==> src/shared/i2cs_pkg.sv <==
// constants for the i2c slave with bus time-out
// assumes an 8-bit register port with a 3-bit word address
package i2cs_pkg;
   // register word addresses
   localparam logic [2:0] ADR_DATA = 3'h0;
   localparam logic [2:0] ADR_OWN = 3'h1;
   localparam logic [2:0] ADR_MODE = 3'h2;
   localparam logic [2:0] ADR_STAT = 3'h3;
   localparam logic [2:0] ADR_TOC = 3'h4;
   // status_control_1 field positions
   localparam int SC_CMPL = 7;
   localparam int SC_MATCH = 6;
   localparam int SC_BUSY = 5;
   localparam int SC_TXSEL = 4;
   localparam int SC_ACK_TO_SEND = 3;
   localparam int SC_RW = 2;
   localparam int SC_WAKE = 1;
   localparam int SC_ACK_RECEIVED = 0;
   // timeout_control_register field positions
   localparam int TO_EN = 7;
   localparam int TO_FLAG = 6;
   localparam int TO_SEL_W = 6;
   // mode_control_0 fields
   localparam int MC_EN = 1;
   localparam int MC_MODE_LO = 5;
   localparam logic [2:0] MODE_I2C = 3'h6;
   // reset values
   localparam logic [7:0] DATA_POR = 8'h00;
   localparam logic [7:0] OWN_POR = 8'h00;
   localparam logic [7:0] MODE_POR = 8'h00;
   localparam logic [7:0] TOC_POR = 8'h00;
   localparam logic CMPL_POR = 1'b1;
   localparam logic ACK_RECEIVED_POR = 1'b1;
   // time-out prescaler: sub clock divided by 32
   localparam int PRESC_W = 5;
   localparam logic [PRESC_W-1:0] PRESC_LAST = 5'h1f;
   // protocol states, one-hot
   typedef enum logic [7:0] {
      ST_IDLE = 8'h01,
      ST_ADDR = 8'h02,
      ST_AACK = 8'h04,
      ST_HOLD = 8'h08,
      ST_RX = 8'h10,
      ST_RACK = 8'h20,
      ST_TX = 8'h40,
      ST_TACK = 8'h80
   } i2cs_state_t;
endpackage

==> src/core/i2cs_slave.sv <==
// i2c slave-only interface with 7-bit address and bus time-out
// assumes open-drain pins resolved outside and a free-running sub clock
`timescale 1ns/1ps
`default_nettype none

// Notes on behaviour
// - START is SDA falling while SCL high
// - START sets bus busy flag
// - compare 7-bit address, interrupt on match
// - eighth bit captured as read/write flag
// - acknowledge matched address on ninth clock
// - address match sets match flag
// - one interrupt, three causes, flags tell apart
// - hold SCL low until data access
// - data bytes are 8 bits, MSB first
// - receiver drives ack_to_send on ninth clock
// - no master ack: record, release SDA
// - data register holds received and sent bytes
// - counter starts on match, SCL fall clears
// - time-out when gap exceeds selected period
// - STOP halts the time-out counter
// - overflow: stop, disable, flag, interrupt
// - time-out resets status, keeps other registers
// - period is (select+1) times 32 sub clocks
// - software may clear the time-out flag
// - complete flag low while shifting, set after
// - STOP clears bus busy flag
module i2cs_slave
   import i2cs_pkg::*;
(
   // clock and reset
   input wire logic clk,
   input wire logic rst,
   // register port
   input wire logic [2:0] reg_addr,
   input wire logic [7:0] reg_wdata,
   input wire logic reg_wr,
   input wire logic reg_rd,
   output logic [7:0] reg_rdata,
   // i2c pins
   input wire logic scl_i,
   output logic scl_o,
   output logic scl_oe,
   input wire logic sda_i,
   output logic sda_o,
   output logic sda_oe,
   // time-out clock source
   input wire logic sub_clk,
   // interrupt
   output logic i2c_irq
);
   import i2cs_pkg::*;

   logic scl_m, scl_s, scl_p;
   logic sda_m, sda_s, sda_p;
   logic sub_m, sub_s, sub_p;
   logic scl_rise, scl_fall, start_det, stop_det, sub_rise;
   i2cs_state_t st_r;
   logic [2:0] bit_r;
   logic [7:0] shift_r, shift_nxt;
   logic ack_on_r, scl_oe_r, sda_oe_r, pin_low_r;
   logic cmpl_r, match_r, busy_r, txsel_r, ack_to_send_r, rw_r, wake_r, ack_received_r;
   logic [7:0] data_r, own_r, mode_r, rdata_r;
   logic to_en_r, to_flag_r, to_run_r;
   logic [TO_SEL_W-1:0] to_sel_r, tcnt_r;
   logic [PRESC_W-1:0] presc_r;
   logic active, live, addr_ok, addr_hit, rx_done, tx_ack_smp;
   logic hold_release, timeout_evt, irq_r;
   logic wr_data, rd_data, wr_stat, wr_toc;

   // two-stage synchronisers, then a previous-value stage for edges
   always_ff @(posedge clk or posedge rst) begin
      if (rst) begin
         scl_m <= 1'b1;
         scl_s <= 1'b1;
         scl_p <= 1'b1;
         sda_m <= 1'b1;
         sda_s <= 1'b1;
         sda_p <= 1'b1;
         sub_m <= 1'b0;
         sub_s <= 1'b0;
         sub_p <= 1'b0;
      end else begin
         scl_m <= scl_i;
         scl_s <= scl_m;
         scl_p <= scl_s;
         sda_m <= sda_i;
         sda_s <= sda_m;
         sda_p <= sda_s;
         sub_m <= sub_clk;
         sub_s <= sub_m;
         sub_p <= sub_s;
      end
   end

   // bus conditions; only the master makes START, we only watch
   assign scl_rise = scl_s & ~scl_p;
   assign scl_fall = ~scl_s & scl_p;
   assign start_det = scl_s & scl_p & sda_p & ~sda_s;
   assign stop_det = scl_s & scl_p & ~sda_p & sda_s;
   assign sub_rise = sub_s & ~sub_p;

   // register strobes
   assign wr_data = reg_wr && (reg_addr == ADR_DATA);
   assign rd_data = reg_rd && (reg_addr == ADR_DATA);
   assign wr_stat = reg_wr && (reg_addr == ADR_STAT);
   assign wr_toc = reg_wr && (reg_addr == ADR_TOC);

   // protocol events
   assign active = mode_r[MC_EN] && (mode_r[MC_MODE_LO+2:MC_MODE_LO] == MODE_I2C);
   assign live = active && !timeout_evt && !start_det && !stop_det;
   assign shift_nxt = {shift_r[6:0], sda_s};
   assign addr_ok = (shift_nxt[7:1] == own_r[7:1]);
   assign addr_hit = live && (st_r == ST_ADDR) && scl_rise && (bit_r == 3'h7) && addr_ok;
   assign rx_done = live && (st_r == ST_RX) && scl_rise && (bit_r == 3'h7);
   assign tx_ack_smp = live && (st_r == ST_TACK) && scl_rise;
   // write releases a transmitter, a dummy read releases a receiver
   assign hold_release = live && (st_r == ST_HOLD) &&
                         ((wr_data && txsel_r) || (rd_data && !txsel_r));
   // fires on the tick that completes (select+1) prescaler wraps
   assign timeout_evt = to_run_r && to_en_r && !scl_fall && sub_rise &&
                        (presc_r == PRESC_LAST) && (tcnt_r == to_sel_r);

   // byte engine: shifting, acknowledge and clock stretching
   always_ff @(posedge clk or posedge rst) begin
      if (rst) begin
         st_r <= ST_IDLE;
         bit_r <= 3'h0;
         shift_r <= 8'h00;
         ack_on_r <= 1'b0;
         scl_oe_r <= 1'b0;
         sda_oe_r <= 1'b0;
      end else if (timeout_evt || !active) begin
         st_r <= ST_IDLE;
         bit_r <= 3'h0;
         ack_on_r <= 1'b0;
         scl_oe_r <= 1'b0;
         sda_oe_r <= 1'b0;
      end else if (start_det) begin
         st_r <= ST_ADDR;
         bit_r <= 3'h0;
         ack_on_r <= 1'b0;
         scl_oe_r <= 1'b0;
         sda_oe_r <= 1'b0;
      end else if (stop_det) begin
         st_r <= ST_IDLE;
         ack_on_r <= 1'b0;
         scl_oe_r <= 1'b0;
         sda_oe_r <= 1'b0;
      end else begin
         case (st_r)
            ST_IDLE: begin
               bit_r <= 3'h0;
            end
            ST_ADDR: begin
               if (scl_rise) begin
                  shift_r <= shift_nxt;
                  bit_r <= bit_r + 3'h1;
                  if (bit_r == 3'h7) begin
                     st_r <= addr_ok ? ST_AACK : ST_IDLE;
                  end
               end
            end
            ST_AACK, ST_RACK: begin
               if (scl_fall && !ack_on_r) begin
                  ack_on_r <= 1'b1;
                  // address ack is always low; data ack follows ack_to_send
                  sda_oe_r <= (st_r == ST_AACK) ? 1'b1 : !ack_to_send_r;
               end else if (scl_fall) begin
                  ack_on_r <= 1'b0;
                  sda_oe_r <= 1'b0;
                  scl_oe_r <= 1'b1;
                  st_r <= ST_HOLD;
               end
            end
            ST_HOLD: begin
               if (hold_release) begin
                  scl_oe_r <= 1'b0;
                  bit_r <= 3'h0;
                  if (txsel_r) begin
                     shift_r <= reg_wdata;
                     sda_oe_r <= !reg_wdata[7];
                     st_r <= ST_TX;
                  end else begin
                     st_r <= ST_RX;
                  end
               end
            end
            ST_RX: begin
               if (scl_rise) begin
                  shift_r <= shift_nxt;
                  bit_r <= bit_r + 3'h1;
                  if (bit_r == 3'h7) begin
                     st_r <= ST_RACK;
                  end
               end
            end
            ST_TX: begin
               // next bit goes out while SCL is low
               if (scl_fall) begin
                  bit_r <= bit_r + 3'h1;
                  if (bit_r == 3'h7) begin
                     sda_oe_r <= 1'b0;
                     st_r <= ST_TACK;
                  end else begin
                     shift_r <= {shift_r[6:0], 1'b0};
                     sda_oe_r <= !shift_r[6];
                  end
               end
            end
            ST_TACK: begin
               if (scl_fall) begin
                  if (!ack_received_r) begin
                     scl_oe_r <= 1'b1;
                     st_r <= ST_HOLD;
                  end else begin
                     st_r <= ST_IDLE;
                  end
               end
            end
            default: begin
               st_r <= ST_IDLE;
            end
         endcase
      end
   end

   // open-drain drive level is always low
   always_ff @(posedge clk or posedge rst) begin
      if (rst) begin
         pin_low_r <= 1'b0;
      end else begin
         pin_low_r <= 1'b0;
      end
   end

   // status_control_1; a time-out restores its power-on values
   always_ff @(posedge clk or posedge rst) begin
      if (rst) begin
         cmpl_r <= CMPL_POR;
         match_r <= 1'b0;
         busy_r <= 1'b0;
         txsel_r <= 1'b0;
         ack_to_send_r <= 1'b0;
         rw_r <= 1'b0;
         wake_r <= 1'b0;
         ack_received_r <= ACK_RECEIVED_POR;
      end else if (timeout_evt) begin
         cmpl_r <= CMPL_POR;
         match_r <= 1'b0;
         busy_r <= 1'b0;
         txsel_r <= 1'b0;
         ack_to_send_r <= 1'b0;
         rw_r <= 1'b0;
         wake_r <= 1'b0;
         ack_received_r <= ACK_RECEIVED_POR;
      end else begin
         if (start_det) begin
            busy_r <= 1'b1;
         end else if (stop_det) begin
            busy_r <= 1'b0;
         end
         if (addr_hit) begin
            match_r <= 1'b1;
            rw_r <= shift_nxt[0];
         end else if (start_det || hold_release) begin
            match_r <= 1'b0;
         end
         // set wins: completion and clearing never share a cycle anyway
         if (rx_done || tx_ack_smp) begin
            cmpl_r <= 1'b1;
         end else if (start_det || hold_release) begin
            cmpl_r <= 1'b0;
         end
         if (tx_ack_smp) begin
            ack_received_r <= sda_s;
         end
         if (wr_stat) begin
            txsel_r <= reg_wdata[SC_TXSEL];
            ack_to_send_r <= reg_wdata[SC_ACK_TO_SEND];
            wake_r <= reg_wdata[SC_WAKE];
         end
      end
   end

   // data, own address and mode registers survive a time-out
   always_ff @(posedge clk or posedge rst) begin
      if (rst) begin
         data_r <= DATA_POR;
         own_r <= OWN_POR;
         mode_r <= MODE_POR;
      end else begin
         if (rx_done) begin
            data_r <= shift_nxt;
         end else if (wr_data) begin
            data_r <= reg_wdata;
         end
         if (reg_wr && (reg_addr == ADR_OWN)) begin
            own_r <= reg_wdata;
         end
         if (reg_wr && (reg_addr == ADR_MODE)) begin
            mode_r <= reg_wdata;
         end
      end
   end

   // time-out control register
   always_ff @(posedge clk or posedge rst) begin
      if (rst) begin
         to_en_r <= TOC_POR[TO_EN];
         to_flag_r <= TOC_POR[TO_FLAG];
         to_sel_r <= TOC_POR[TO_SEL_W-1:0];
      end else begin
         if (timeout_evt) begin
            to_en_r <= 1'b0;
         end else if (wr_toc) begin
            to_en_r <= reg_wdata[TO_EN];
         end
         // hardware set beats a software clear in the same cycle
         if (timeout_evt) begin
            to_flag_r <= 1'b1;
         end else if (wr_toc) begin
            to_flag_r <= reg_wdata[TO_FLAG];
         end
         if (wr_toc) begin
            to_sel_r <= reg_wdata[TO_SEL_W-1:0];
         end
      end
   end

   // time-out counter: prescaler by 32, then period ticks
   always_ff @(posedge clk or posedge rst) begin
      if (rst) begin
         to_run_r <= 1'b0;
         presc_r <= '0;
         tcnt_r <= '0;
      end else begin
         if (addr_hit) begin
            to_run_r <= 1'b1;
         end else if (stop_det || timeout_evt) begin
            to_run_r <= 1'b0;
         end
         if (scl_fall || !to_run_r || !to_en_r) begin
            presc_r <= '0;
            tcnt_r <= '0;
         end else if (sub_rise) begin
            presc_r <= presc_r + 5'h01;
            if (presc_r == PRESC_LAST) begin
               tcnt_r <= tcnt_r + 6'h01;
            end
         end
      end
   end

   // one interrupt pulse for all three causes
   always_ff @(posedge clk or posedge rst) begin
      if (rst) begin
         irq_r <= 1'b0;
      end else begin
         irq_r <= addr_hit || rx_done || tx_ack_smp || timeout_evt;
      end
   end

   // read data stand only in the cycle after the strobe
   always_ff @(posedge clk or posedge rst) begin
      if (rst) begin
         rdata_r <= 8'h00;
      end else if (reg_rd) begin
         case (reg_addr)
            ADR_DATA: rdata_r <= data_r;
            ADR_OWN: rdata_r <= own_r;
            ADR_MODE: rdata_r <= mode_r;
            ADR_STAT: rdata_r <= {cmpl_r, match_r, busy_r, txsel_r,
                                  ack_to_send_r, rw_r, wake_r, ack_received_r};
            ADR_TOC: rdata_r <= {to_en_r, to_flag_r, to_sel_r};
            default: rdata_r <= 8'h00;
         endcase
      end else begin
         rdata_r <= 8'h00;
      end
   end

   assign reg_rdata = rdata_r;
   assign scl_o = pin_low_r;
   assign sda_o = pin_low_r;
   assign scl_oe = scl_oe_r;
   assign sda_oe = sda_oe_r;
   assign i2c_irq = irq_r;
endmodule

`default_nettype wire

==> config.mk <==
export PLATFORM = sky130hd
export DESIGN_NAME = i2cs_slave
export DESIGN_NICKNAME = d
export VERILOG_FILES = /design/src/shared/i2cs_pkg.sv /design/src/core/i2cs_slave.sv
export SDC_FILE = /design/constraint.sdc
export NUM_CORES = 1
export LEC_CHECK = 0
export ABC_CLOCK_PERIOD_IN_PS = 2810
export BUFFER_PORTS_ARGS = -buffer_cell sky130_fd_sc_hd__buf_2
export CAP_MARGIN = 10
export CORE_UTILIZATION = 35
export CTS_BUF_LIST = sky130_fd_sc_hd__clkbuf_16
export CTS_CLUSTER_DIAMETER = 100
export CTS_CLUSTER_SIZE = 30
export DETAILED_ROUTE_END_ITERATION = 12
export GPL_TIMING_DRIVEN = 1
export PLACE_DENSITY = 0.48
export SYNTH_ARGS = -nofsm -noshare
export SYNTH_HDL_FRONTEND = slang
export SYNTH_SLANG_ARGS = --single-unit
export TNS_END_PERCENT = 100
==> constraint.sdc <==
create_clock -name clk -period 2.81 [get_ports clk]
set_input_delay 0.1405 -clock clk [delete_from_list [all_inputs] [get_ports clk]]
set_output_delay 0.1405 -clock clk [all_outputs]
set_load 0.02 [all_outputs]
### Word level (Yosys, flattened, before mapping)

Cells that the tools add are included.

* add/sub/neg operators: 3
* equality and inequality tests: 40
* muxes and demuxes: 88
* bitwise gates (word level): 16
* reduce and logical (&&, ||, !) cells: 78

Operators with widths (number)
* 2-to-1 mux 8 bit: 16
* one-hot mux 8 bit (7 select lines): 1
* 2-to-1 mux 1 bit: 47
* 2-to-1 mux 7 bit: 6
* one-hot mux 8 bit (5 select lines): 1
* inequality test 5 x 4 -> 1 bit, second input constant: 6
* logical AND 1 bit: 29
* 2-to-1 mux 3 bit: 7
* one-hot mux 7 bit (3 select lines): 1
* inequality test 5 bit, second input constant: 4
* 2-to-1 mux 6 bit: 3
* nonzero test 6 bit: 3
* nonzero test 2 bit: 8
* zero test 1 bit: 12
* one-hot mux 3 bit (4 select lines): 1
* nonzero test 3 bit: 4
* AND reduction 11 bit: 1
* logical OR 1 bit: 10
* 2-to-1 mux 5 bit: 2
* inequality test 5 x 3 -> 1 bit, second input constant: 2
* AND reduction 5 bit: 2
* equality test 3 bit, second input constant: 3
* AND reduction 9 bit: 1
* bitwise AND 1 bit: 8
* 32 further kinds: 47

* flip-flop bits (word level): 91
* input port bits: 18

### Depth between registers and ports, before layout

* depth in word-level cells: 18
* depth in mapped cells: 12
* gate-level depth less buffers: 9

### Worst setup path after synthesis

No wires, ideal clock.

* path type: flip-flop to flip-flop
* start point: register presc_r[0]
* end point: register shift_r[0]
* library setup time: 125 ps
* arrival time: 2432 ps
* data required time: 2685 ps
* slack: 253 ps
* stages on the path, launching flop included: 12
* clock period less this slack: 2557 ps
* cells stage by stage: dfrtp_1 ha_1 and3_1 ha_1 and3b_1 buf_2 nand4_1 or4_1 nand3_1 a211o_1 buf_6 mux2_4

* word-level cells in the longest chain between the ends: 11

Ends and longest elaborated chain
* from (decl): RTL line i2cs_slave.sv:66 `logic [PRESC_W-1:0] presc_r;`
* from (signal assigned): RTL line i2cs_slave.sv:347 `presc_r <= presc_r + 5'h01;`
* equality test 5 bit *: RTL line i2cs_slave.sv:122 `(presc_r == PRESC_LAST) && (tcnt_r == to_sel_r);`
* logical AND 1 bit *: RTL line i2cs_slave.sv:121 `assign timeout_evt = to_run_r && to_en_r && !scl_fall && sub_rise &&`
* logical AND 1 bit *: RTL line i2cs_slave.sv:122
* zero test 1 bit: RTL line i2cs_slave.sv:111 `assign live = active && !timeout_evt && !start_det && !stop_det;`
* logical AND 1 bit (3 in series): RTL line i2cs_slave.sv:111
* logical AND 1 bit (2 in series): RTL line i2cs_slave.sv:118 `assign hold_release = live && (st_r == ST_HOLD) &&`
* inequality test 2 bit (no source line)
* AND reduction 9 bit (no source line) *
* to (signal assigned): RTL line i2cs_slave.sv:157 `shift_r <= shift_nxt;`
* to (signal assigned): RTL line i2cs_slave.sv:181 `shift_r <= reg_wdata;`
* to (signal assigned): RTL line i2cs_slave.sv:191 `shift_r <= shift_nxt;`
* to (decl): RTL line i2cs_slave.sv:60 `logic [7:0] shift_r, shift_nxt;`

Every way passes the cells marked *; elsewhere a longest branch is shown, timed or not.
A chain may end at the register's enable or synchronous reset.

### Final worst setup path

* start point: register presc_r[0]
* end point: register data_r[3]

* word-level cells in the longest chain between the ends: 11

Ends and longest elaborated chain
* equality test 5 bit *: RTL line i2cs_slave.sv:122
* logical AND 1 bit *: RTL line i2cs_slave.sv:121
* logical AND 1 bit *: RTL line i2cs_slave.sv:122
* zero test 1 bit *: RTL line i2cs_slave.sv:111
* logical AND 1 bit * (3 in series): RTL line i2cs_slave.sv:111
* logical AND 1 bit * (3 in series): RTL line i2cs_slave.sv:115 `assign rx_done = live && (st_r == ST_RX) && scl_rise && (bit_r == 3'h7);`
* 2-to-1 mux 8 bit or nonzero test 2 bit (tied branches)
* to (signal assigned): RTL line i2cs_slave.sv:294 `data_r <= shift_nxt;`
* to (signal assigned): RTL line i2cs_slave.sv:296 `data_r <= reg_wdata;`
* to (decl): RTL line i2cs_slave.sv:63 `logic [7:0] data_r, own_r, mode_r, rdata_r;`

Marks and branches as above.

==> impl_metrics.tcl <==
set metrics [dict create \
    combPwrFrac_pct 13.9 \
    syn_avg_cell_area_um2 10.8 \
    die-area_um2 14100 \
    ys_warn_count 0 \
    cts_setup_buffers 0 \
    crit_arrival_ns 2.83 \
    ir_drop_uv 268 \
    critPathCaptureType "flop" \
    firstDrtPassIters 4 \
    die_y_um 119 \
    p_sw_uw 838 \
    overflow 0 \
    postSynth.asyncResetShare_pct 100 \
    intPower_uw 2340 \
    sw_frac_of_total_pct 26.4 \
    max-cap-violations 0 \
    numClockSinks 91 \
    ys_ff_latch 91 \
    yosysUniqueCellTypes 63 \
    powerDensity_nw_per_um2 583 \
    status "completed" \
    period_share_pct 93.2 \
    max_freq_mhz 382 \
    slew_violations 0 \
    gp_congestion 0.862 \
    wirelength_um 11800 \
    grt_use_total_pct 18.3 \
    post-route-util_pct 41.2 \
    synth_ff_type "dfrtp_1" \
    dr_total_vias 3451 \
    power_uw 3180 \
    relSlewSlack_pct 50.6 \
    cts_made_buffers 9 \
    ios 31 \
    grt_first_pass_wirelength_um 19300 \
    synth_edf_count 0 \
    diodes 0 \
    yosys-top-cells-area "dfrtp_1, mux2_2, dfstp_2" \
    start_util_pct 36.0 \
    start_kind "flop" \
    num_rows 42 \
    synth_top_area_share_pct 43.0 \
    clk_path_buf_depth 2 \
    drive_gt1_share_pct 24.8 \
    crit_required_ns 3.02 \
    cts_tree "yes" \
    finClkSkew_ns 0.00692 \
    htreeDepth 3 \
    dp_hpwl_um 8790 \
    pwr-share-seq_pct 48.9 \
    yosysTopAreaCell "dfrtp_1" \
    syn-cell-area_um2 4770 \
    drt-initial-drc-count 190 \
    final_nets 497 \
    grt_pass1_vias 3452 \
    wl_per_cell_um 18.1 \
    syn_inst 441 \
    path_clk_slew_ns 0.06 \
    cts-root-buf "clkbuf_16" \
    antenna_found_initial 0 \
    vias_per_cell 5.27 \
    ant_nets 0 \
    finalSetupViolations 0 \
    clock_latency_ns 0.35 \
    rsz0062_at_grt "no" \
    syn_to_final_growth_pct 14.4 \
    tightest_slew_ns 0.740 \
    cp_max_fo 16 \
    coreArea_um2 13200 \
    ys_seq_area_share_pct 48.0 \
    io_buffers 28 \
    total_leakage_power_uw 0.00235 \
    drc 0 \
    hold_path_class "primary input to flop" \
    clock_power_share_pct 37.2 \
    hold_violations 0 \
    setup-tns-final_ns 0 \
    path_class "flop to flop" \
    die_w_um 119 \
    period_minus_slack_ns 2.62 \
    grt_max_degree 57 \
    nFillCells 1321 \
]
-- worst max-delay path, cell delays in order (launching register included) --
cell and delay, ns:
dfrtp_1 0.40, ha_1 0.21, and3_1 0.18, ha_1 0.17, and3b_1 0.19, nand4_1 0.11, nor4_2 0.06, buf_4 0.18
or4_1 0.73, nor2_1 0.19, a21oi_1 0.05
-- cells in the mapped netlist, drive strengths merged, types with 10 or more instances --
cell type  instances
a21oi             22
a22oi             17
buf               13
clkbuf            12
dfrtp             82
mux2              38
mux2i             20
nand2             34
nand3             16
nor2              37
o21ai             10
xnor2             20
-- registers in the layout (all words and copies together) (netlist names), 3 cells and up --
| register | flops |
|---|---|
| to_sel_r | 6 |
| reg_rdata | 8 |
| presc_r | 5 |
| data_r | 8 |
| bit_r | 3 |
| mode_r | 8 |
| st_r | 8 |
| shift_r | 7 |
| own_r | 8 |
| tcnt_r | 6 |
-- power groups by stage --
stage	Combinational (µW)	Clock (µW)	Sequential [µW]
2_1_floorplan	299	0	1560
3_3_place_gp	438	0	1570
3_5_place_dp	442	0	1580
4_1_cts	447	1230	1550
5_1_grt	489	1290	1570
6_report	442	1180	1550
-- layer usage --
layer / wire length (µm) / share of wire [%] / GRT usage, % / up-vias
met5: 0 / 0 / 0 / -
met4: 314 / 2.7 / 9.34 / 0
li1: - / - / - / 1676
met1: 5750 / 49 / 25.8 / 1669
met2: 5250 / 44 / 26.7 / 83
met3: 517 / 4.4 / 3.47 / 23
-- layout by cell type, fill, tap and decap left out, types with 4 or more instances in the layout --
cell,n
a21oi_1,21
a22oi_1,17
and2_1,9
buf_2,28
buf_4,13
clkbuf_16,9
dfrtp_1,82
dfstp_2,9
dlygate4sd3_1,4
ha_1,5
inv_1,4
mux2_2,30
mux2_4,7
mux2i_1,20
nand2_1,34
nand2b_1,5
nand3_1,16
nand4_1,6
nand4b_1,5
nor2_1,36
nor2b_1,7
o21ai_0,8
o22ai_1,9
or3_1,5
or4_1,4
xnor2_1,20
xor2_1,4
-- final cells by class --
cell class	count	area [µm²]	area share (%)
Clock buffer	9	225	4.13
Tap cell	176	220	4.04
Multi-Input combinational cell	323	2350	43.0
Timing Repair Buffer	46	298	5.46
Inverter	3	13.8	0.252
Clock inverter	7	61.3	1.12
Sequential cell	91	2290	42.0
-- path summary, 6_finish.rpt --
kind	from	end	slack [ns]	cells past startpoint
worst max-delay path	presc_r[0]	data_r[3]	0.19	10
worst min-delay path	reg_rd	reg_rdata[1]	0.11	2
worst max register to register	presc_r[0]	data_r[3]	0.19	10
worst min register to register	sub_m	sub_s	0.35	0
max in group asynchronous	rst	cmpl_r	1.62	4
min in group asynchronous	rst	st_r[6]	0.48	3
-- through the flow --
stage / worst slack [ns] / std cells / area [µm²] / hold WS, ns
final: 0.192 / 655 / 5450 / 0.113
after detailed placement: 0.132 / 635 / 5120 / 0.247
after global placement: 0.200 / 635 / 5120 / 0.249
after floorplan: 0.253 / 442 / 4770 / 0.145
after CTS: 0.120 / 655 / 5450 / 0.101
after global routing: 0.00618 / 655 / 5450 / 0.109
-- cell families after synthesis --
group	Yosys count	share of synthesized area [%]
and+or+nand+nor	155	18.3
buffers and inverters	28	3.07
DFF	91	48.0
other	1	0.0786
muxes	58	13.7
AOI/OAI and AO/OA	79	11.2
adders and majority gates	5	1.31
xor gates and xnor gates	24	4.41
-- repair_timing --
action / 4_1_cts / 5_1_grt
setup endpoints to repair: 0 / 8
hold endpoints to repair: 50 / 0
gates resized for setup: 0 / 2
hold buffers: 4 / 0
Power figures use the tool's default switching activity.
